## config.mk

```make
export PLATFORM = sky130hd
export DESIGN_NAME = rtc_pin_ctrl
export DESIGN_NICKNAME = d
export VERILOG_FILES = /design/src/design/rtc_pin_pkg.sv /design/src/design/level_debounce.sv /design/src/design/rtc_pin_ctrl.sv
export SDC_FILE = /design/constraint.sdc
export NUM_CORES = 1
export LEC_CHECK = 0
export BUFFER_PORTS_ARGS = -buffer_cell sky130_fd_sc_hd__buf_2
export CAP_MARGIN = 20
export CELL_PAD_IN_SITES_DETAIL_PLACEMENT = 1
export CELL_PAD_IN_SITES_GLOBAL_PLACEMENT = 1
export CORE_UTILIZATION = 48
export CTS_CLUSTER_DIAMETER = 150
export DETAILED_ROUTE_END_ITERATION = 6
export GPL_ROUTABILITY_DRIVEN = 0
export GPL_TIMING_DRIVEN = 0
export PLACE_DENSITY_LB_ADDON = 0.1
export SYNTH_ARGS = -nofsm -noshare
export SYNTH_HDL_FRONTEND = slang
export SYNTH_SLANG_ARGS = --single-unit
```

## constraint.sdc

```tcl
create_clock -name clk_sys_i -period 2.9 [get_ports clk_sys_i]
set_input_delay 0.29 -clock clk_sys_i [delete_from_list [all_inputs] [get_ports clk_sys_i]]
set_output_delay 0.29 -clock clk_sys_i [all_outputs]
set_load 0.005 [all_outputs]
```

## src/design/rtc_pin_pkg.sv

```systemverilog
// Shared constants and types for the clock-output, alarm pin and reset block.
package rtc_pin_pkg;
    // ==========================================================
    // Timing
    // ==========================================================
    localparam int CLK_HZ = 25_000_000;
    localparam int OSF_DELAY_MS = 100;
    localparam int RST_ACTIVE_MS = 250;
    localparam int PB_DEBOUNCE_MS = 250;
    localparam int OSF_CYCLES = (CLK_HZ / 1000) * OSF_DELAY_MS;
    localparam int RST_CYCLES = (CLK_HZ / 1000) * RST_ACTIVE_MS;
    localparam int DEBOUNCE_CYCLES = (CLK_HZ / 1000) * PB_DEBOUNCE_MS;

    // ==========================================================
    // Control register
    // ==========================================================
    localparam logic [7:0] CTRL_OFFSET = 8'h0e;
    localparam logic [7:0] CTRL_RESET = 8'h1c;
    localparam int CTRL_OSC_DIS_BIT = 7;
    localparam int CTRL_RATE_HI_BIT = 4;
    localparam int CTRL_RATE_LO_BIT = 3;
    localparam int CTRL_IRQ_SEL_BIT = 2;
    localparam int CTRL_ALM2_EN_BIT = 1;
    localparam int CTRL_ALM1_EN_BIT = 0;

    // ==========================================================
    // Square-wave half periods in oscillator cycles
    // ==========================================================
    localparam logic [14:0] HALF_1HZ = 15'h4000;
    localparam logic [14:0] HALF_1KHZ = 15'h0010;
    localparam logic [14:0] HALF_4KHZ = 15'h0004;
    localparam logic [14:0] HALF_8KHZ = 15'h0002;

    typedef enum {RS_FAIL, RS_HOLD, RS_IDLE, RS_PRESS} rst_state_t;
endpackage

```

## src/design/level_debounce.sv

```systemverilog
// Level filter that accepts a new input level only after it has been stable.
module level_debounce #(
    parameter int CYCLES = 16
) (
    input wire logic clk_sys_i,
    input wire logic rstn_i,
    input wire logic level_i,
    output logic stable_o
);
    logic [31:0] cnt_q;
    logic stable_q;

    // ==========================================================
    // Stability counter
    // ==========================================================
    // Any bounce restarts the count, so only a clean level is accepted.
    always_ff @(posedge clk_sys_i or negedge rstn_i)
    begin
        if (!rstn_i)
        begin
            cnt_q <= 32'h0000_0000;
            stable_q <= 1'b0;
        end
        else if (level_i == stable_q)
        begin
            cnt_q <= 32'h0000_0000;
        end
        else if (cnt_q == 32'(CYCLES - 1))
        begin
            cnt_q <= 32'h0000_0000;
            stable_q <= level_i;
        end
        else
        begin
            cnt_q <= cnt_q + 32'h0000_0001;
        end
    end

    assign stable_o = stable_q;
endmodule

```

## src/design/rtc_pin_ctrl.sv

```systemverilog
// Clock output gating, alarm or square-wave pin, and reset pin supervisor.
// Functional notes
// 32 kHz output held low when either clock output enable bit is 0.
// Interrupt select bit in control register 0Eh chooses pin function.
// Select 0 drives a square wave chosen by the two rate bits.
// Select 1 pulls the pin low on an enabled alarm match.
// Reset leaves interrupt select at 1 with both alarms disabled.
// Shared pin is open drain: only pulled low or released.
// Reset pin driven low once supply falls below the fail threshold.
// After supply recovers, reset stays low for the active time.
// A debounced low on the reset pin is a reset request.
// First power-up or stopped oscillator releases reset at once.
// Oscillator disable bit at 1 bypasses the recovery delay.
// Stop flag sets after oscillator stopped for the detection interval.
// Register writes are accepted only while chip select is low.
// Stop detection interval is nominally 100 ms.
// After a button release, reset is held low for the active time.
// Alarm interrupt stays until its flag is cleared or alarm disabled.
module rtc_pin_ctrl #(
    parameter int OSF_CYCLES = rtc_pin_pkg::OSF_CYCLES,
    parameter int RST_CYCLES = rtc_pin_pkg::RST_CYCLES,
    parameter int DEBOUNCE_CYCLES = rtc_pin_pkg::DEBOUNCE_CYCLES
) (
    input wire logic clk_sys_i,
    input wire logic rstn_i,
    input wire logic osc_clk_i,
    input wire logic power_good_i,
    input wire logic cs_n_i,
    input wire logic reg_wr_i,
    input wire logic [7:0] reg_addr_i,
    input wire logic [7:0] reg_wdata_i,
    output logic [7:0] reg_rdata_o,
    input wire logic clock_out_enable_i,
    input wire logic battery_clock_out_enable_i,
    input wire logic [1:0] alarm_match_i,
    input wire logic [1:0] alarm_clr_i,
    input wire logic osf_clr_i,
    output logic [1:0] alarm_flag_o,
    output logic oscillator_stop_flag_o,
    output logic clk32_o,
    output logic irq_or_wave_pin_out_o,
    output logic irq_or_wave_pin_oe_o,
    input wire logic rst_pin_n_i,
    output logic rst_pin_out_o,
    output logic rst_pin_oe_o
);
    logic [3:0] sync1_q, sync2_q;
    logic osc_prev_q, osc_edge, pg_s, cs_n_s, pin_low_s, osc_dis;
    logic [7:0] ctrl_q, rdata_q;
    logic [1:0] alarm_flag_q;
    logic [31:0] idle_cnt_q, hold_cnt_q;
    logic osc_stopped_q, osf_q, wave_q, first_q;
    logic [14:0] wave_cnt_q;
    logic button_low, pressed, drive_rst, irq_active;
    rtc_pin_pkg::rst_state_t state_q, state_d;

    // Half period of the square wave for a rate code.
    function automatic logic [14:0] half_period(input logic [1:0] rate);
        case (rate)
            2'b00: half_period = rtc_pin_pkg::HALF_1HZ;
            2'b01: half_period = rtc_pin_pkg::HALF_1KHZ;
            2'b10: half_period = rtc_pin_pkg::HALF_4KHZ;
            default: half_period = rtc_pin_pkg::HALF_8KHZ;
        endcase
    endfunction

    // ==========================================================
    // Pin synchronisers
    // ==========================================================
    // Second stage only is read; a third flop gives the oscillator edge.
    always_ff @(posedge clk_sys_i or negedge rstn_i)
    begin
        if (!rstn_i)
        begin
            sync1_q <= 4'h3;
            sync2_q <= 4'h3;
            osc_prev_q <= 1'b0;
        end
        else
        begin
            sync1_q <= {~rst_pin_n_i, osc_clk_i, power_good_i, cs_n_i};
            sync2_q <= sync1_q;
            osc_prev_q <= sync2_q[2];
        end
    end

    assign cs_n_s = sync2_q[0];
    assign pg_s = sync2_q[1];
    assign osc_edge = sync2_q[2] & ~osc_prev_q;
    assign pin_low_s = sync2_q[3];
    assign osc_dis = ctrl_q[rtc_pin_pkg::CTRL_OSC_DIS_BIT];

    // ==========================================================
    // Control register
    // ==========================================================
    // The serial engine only writes while the device is selected.
    always_ff @(posedge clk_sys_i or negedge rstn_i)
    begin
        if (!rstn_i)
        begin
            ctrl_q <= rtc_pin_pkg::CTRL_RESET;
            rdata_q <= 8'h00;
        end
        else
        begin
            if (reg_wr_i && !cs_n_s && reg_addr_i == rtc_pin_pkg::CTRL_OFFSET)
                ctrl_q <= reg_wdata_i;
            rdata_q <= (reg_addr_i == rtc_pin_pkg::CTRL_OFFSET) ? ctrl_q : 8'h00;
        end
    end

    assign reg_rdata_o = rdata_q;

    // ==========================================================
    // Alarm flags and oscillator stop detection
    // ==========================================================
    // A match in the clearing cycle wins, so no alarm is lost.
    always_ff @(posedge clk_sys_i or negedge rstn_i)
    begin
        if (!rstn_i)
            alarm_flag_q <= 2'b00;
        else
            alarm_flag_q <= (alarm_flag_q & ~alarm_clr_i) | alarm_match_i;
    end

    // Stop flag comes up set after reset because time is not yet trusted.
    always_ff @(posedge clk_sys_i or negedge rstn_i)
    begin
        if (!rstn_i)
        begin
            idle_cnt_q <= 32'h0000_0000;
            osc_stopped_q <= 1'b1;
            osf_q <= 1'b1;
        end
        else
        begin
            if (osc_edge)
            begin
                idle_cnt_q <= 32'h0000_0000;
                osc_stopped_q <= 1'b0;
            end
            else if (idle_cnt_q != 32'(OSF_CYCLES - 1))
                idle_cnt_q <= idle_cnt_q + 32'h0000_0001;
            else
                osc_stopped_q <= 1'b1;
            if (!osc_edge && idle_cnt_q == 32'(OSF_CYCLES - 1))
                osf_q <= 1'b1;
            else if (osf_clr_i)
                osf_q <= 1'b0;
        end
    end

    assign alarm_flag_o = alarm_flag_q;
    assign oscillator_stop_flag_o = osf_q;

    // ==========================================================
    // Square wave and shared pin
    // ==========================================================
    // The wave follows oscillator edges, so it freezes if the crystal stops.
    always_ff @(posedge clk_sys_i or negedge rstn_i)
    begin
        if (!rstn_i)
        begin
            wave_cnt_q <= 15'h0000;
            wave_q <= 1'b1;
        end
        else if (osc_edge)
        begin
            if (wave_cnt_q >= half_period(ctrl_q[4:3]) - 15'h0001)
            begin
                wave_cnt_q <= 15'h0000;
                wave_q <= ~wave_q;
            end
            else
                wave_cnt_q <= wave_cnt_q + 15'h0001;
        end
    end

    assign irq_active = |(alarm_flag_q & ctrl_q[1:0]);
    // Pin function is picked by the select bit; only a low is ever driven.
    assign irq_or_wave_pin_oe_o = ctrl_q[rtc_pin_pkg::CTRL_IRQ_SEL_BIT]
                                ? irq_active : ~wave_q;
    assign irq_or_wave_pin_out_o = 1'b0;
    assign clk32_o = sync2_q[2] & clock_out_enable_i
                   & battery_clock_out_enable_i;

    // ==========================================================
    // Reset pin supervisor
    // ==========================================================
    // Our own drive is masked so it is never mistaken for the button.
    assign button_low = pin_low_s & ~drive_rst;

    level_debounce #(.CYCLES(DEBOUNCE_CYCLES)) u_button (
        .clk_sys_i(clk_sys_i),
        .rstn_i(rstn_i),
        .level_i(button_low),
        .stable_o(pressed)
    );

    // Next-state selection for the reset pin.
    always_comb
    begin
        state_d = state_q;
        case (state_q)
            rtc_pin_pkg::RS_FAIL:
                if (pg_s)
                begin
                    if (first_q || osc_dis || osc_stopped_q)
                        state_d = rtc_pin_pkg::RS_IDLE;
                    else
                        state_d = rtc_pin_pkg::RS_HOLD;
                end
            rtc_pin_pkg::RS_HOLD:
                if (hold_cnt_q == 32'(RST_CYCLES - 1))
                    state_d = rtc_pin_pkg::RS_IDLE;
            rtc_pin_pkg::RS_IDLE:
                if (pressed)
                    state_d = rtc_pin_pkg::RS_PRESS;
            rtc_pin_pkg::RS_PRESS:
                if (!pressed)
                    state_d = rtc_pin_pkg::RS_HOLD;
            default:
                state_d = rtc_pin_pkg::RS_FAIL;
        endcase
        if (!pg_s)
            state_d = rtc_pin_pkg::RS_FAIL;
    end

    // State, hold counter and first-power memory.
    always_ff @(posedge clk_sys_i or negedge rstn_i)
    begin
        if (!rstn_i)
        begin
            state_q <= rtc_pin_pkg::RS_FAIL;
            hold_cnt_q <= 32'h0000_0000;
            first_q <= 1'b1;
        end
        else
        begin
            state_q <= state_d;
            if (state_q == rtc_pin_pkg::RS_HOLD)
                hold_cnt_q <= hold_cnt_q + 32'h0000_0001;
            else
                hold_cnt_q <= 32'h0000_0000;
            if (state_q == rtc_pin_pkg::RS_FAIL && pg_s)
                first_q <= 1'b0;
        end
    end

    assign drive_rst = (state_q == rtc_pin_pkg::RS_FAIL)
                     || (state_q == rtc_pin_pkg::RS_HOLD);
    assign rst_pin_oe_o = drive_rst;
    assign rst_pin_out_o = 1'b0;
endmodule

```

==> impl_metrics.yaml <==
floorplanning:
  start_util_pct: 49.5
  boundaryPins: 46
  rows: 44
  coreArea_um2: 14600
  die_h_um: 125
  die_w_um: 125
  design.die.area_um2: 15500
route:
  ant_nets: 0
  dr_wl_met2_um: 8770
  num_vias: 5490
  drc_errors: 0
  top_layer_used: "met4"
  wl_met3_um: 321
  drt_iter0_markers: 269
  routed_wl_um: 17000
  wl_met1_um: 7700
  via_per_inst: 5.58
  wire_per_inst_um: 17.3
  first_pass_iters: 4
timing:
  slew_headroom_pct: 29.6
  worst_pin_slew_ns: 1.05
  fin_crit_sh_pct: 90.5
  slew_viol_final: 0
  finalHoldViolCount: 0
  fmax_mhz: 381
  rsz0062_at_grt: "no"
  fin_worst_skew_ns: 0.00682
  hold_slack_ns: 0.0351
  setup_violations: 0
  min_period_ns: 2.62
critical_path:
  crit_path_end_kind: "flip-flop"
  worstSetupPathType: "flip-flop to flip-flop"
  critPathLaunchType: "flip-flop"
  cp.arrival_ns: 2.98
  required_ns: 3.25
  crit_fanout: 10
clock_network:
  cts_num_sinks: 145
  clk_latency_ns: 0.42
  post_cts_buffers: 0
  htreeDepth: 4
  cts_inserted_buffers: 17
  clk_pin_slew_ns: 0.06
  cts_root_buf: "clkbuf_16"
  cts_tree: "built"
  cts_buffer_depth: 2
synthesis:
  synthesis.instances: 718
  yosysUniqueCellTypes: 56
  synthesis.area_um2: 7220
  synth_top_area_share_pct: 46.5
  synth.largest_area_cell: "dfrtp_1"
  synthTopCellsByArea: "dfrtp_1, xor2_1, nor2_1"
  synthFlopType: "dfrtp_1"
  ys_seq_elements: 145
  synth.avg_cell_area_um2: 10.1
  ys_async_sr_fraction_pct: 100
  yosysSeqAreaShare_pct: 50.5
  yosys_warnings: 0
  synth_enable_flop_cells: 0
global_route:
  grtUsageTotal_pct: 24.2
  grt_max_degree: 78
  grt_pass1_wl_um: 30300
  antenna_found_initial: 0
  grt-ovfl-total: 0
  grt_pass1_vias: 6101
finish:
  n_antenna_cell: 0
  syn_to_final_growth_pct: 16.2
  final_cell_mix: "dfrtp_1, nor2_1, xor2_1, nand3_1, buf_2"
  final_common_cell: "dfrtp_1"
  drive_above_1_share_pct: 15.8
  design_area_um2: 8390
  utilization_pct: 57.5
  nets: 834
run_status:
  status: "finished, final reports clean"
power:
  irDropWorstVdd_uv: 463
  power_density_nw_per_um2: 573
  p_leak_nw: 3.71
worst_hold_path:
  hold_path_class: "primary input to flip-flop"
placement:
  place_area_um2: 7700
  dp_hpwl_um: 11800
  portBuffers: 43
flow_run:
  max_cap_violations: 0
-- final cells by class --
cell class	instances	area, um2
repair buffers	48	289
well taps	184	230
flip-flops and latches	145	3640
multi-input cells	529	3390
inverters	23	86.3
fillers	1609	6200
plain buffers	22	111
clock inverters	11	186
clock buffers	21	450
-- path summary, 6_finish.rpt --
kind                             start        endpoint  slack [ns]  cells after the start
max reg2reg                  ctrl_q[4]          wave_q        0.28                      9
max in group asynchronous       rstn_i  idle_cnt_q[31]        1.62                      3
min reg2reg                 sync1_q[2]      sync2_q[2]        0.35                      0
max                          ctrl_q[4]          wave_q        0.28                      9
min                        rst_pin_n_i      sync1_q[3]        0.04                      2
min in group asynchronous       rstn_i  hold_cnt_q[20]        0.46                      2
-- critical path: stages (launching register included) --
cell and delay, ns:
dfstp_2 0.56, and2_1 0.15, inv_1 0.05, ha_1 0.29
ha_1 0.29, nand3_1 0.09, a21oi_1 0.18, o2111ai_2 0.27
a21oi_2 0.49, xor2_1 0.19
-- through the flow --
stage	power (mW)	cells	TNS [ns]	worst slack (ns)
detailed placement	2.46	947	0	0.161
floorplan	2.32	719	0	0.513
CTS	4.84	983	0	0.143
global placement	2.43	946	-70.31	-0.538
global route	4.98	983	0	0.0188
finish	4.80	983	0	0.276
-- what timing repair did --
action | 4_1_cts | 5_1_grt
endpoints found under the hold margin | 62 | 0
resized for setup | 0 | 2
endpoints found under the setup margin | 0 | 12
hold buffers | 4 | 0
-- flip-flops by register name, summed over array words and instances, names as in the netlist, 2 cells and up --
name / flops
ctrl_q: 8
state_q: 2
reg_rdata_o: 8
alarm_flag_o: 2
sync1_q: 4
wave_cnt_q: 15
idle_cnt_q: 32
u_button.cnt_q: 32
sync2_q: 4
hold_cnt_q: 32
-- routing by layer --
| metal | vias up | global-route usage (%) |
|---|---|---|
| li1 | 2650 | - |
| met1 | 2770 | 30.7 |
| met2 | 46 | 41.4 |
| met3 | 24 | 4.68 |
| met4 | 0 | 7.58 |
| met5 | - | 0 |
-- synthesized netlist by cell type, types with 4 or more instances --
library cell  number
a21oi_1           17
a31oi_1            4
and2_1            14
and3_1            20
and4_1             9
buf_2              5
buf_4              6
clkbuf_1          11
dfrtp_1          134
dfstp_2           11
ha_1              18
inv_1             23
mux2_2             8
nand2_1           44
nand3_1           49
nand4_1           29
nor2_1           105
nor2b_1            5
nor3_1            16
nor3_2             6
nor4_1            14
nor4b_1            6
o21ai_0           18
or3_1              8
or4_1              8
xnor2_1           32
xor2_1            54
-- cells by family (layout without fill, tap and decap cells) --
logic type               Yosys count  after routing  synth area share, %
AND/OR/NAND/NOR                  353            353                 26.6
flip-flops                       145            145                 50.5
XOR/XNOR                          86             86                 10.4
AO/OA/AOI/OAI                     61             61                 5.24
buffers and inverters             45            125                 2.74
adder cells (fa/ha/maj)           18             18                 3.12
multiplexers                       9              9                 1.39
other                              1              2               0.0520
-- power by group --
group          switching [mW]  leakage, nW  internal, mW  total (mW)
registers              0.0746         1.94          2.09        2.16
logic                   0.157         1.46         0.104       0.261
clock network           0.835        0.311          1.54        2.38
Power figures use the tool's default switching activity.
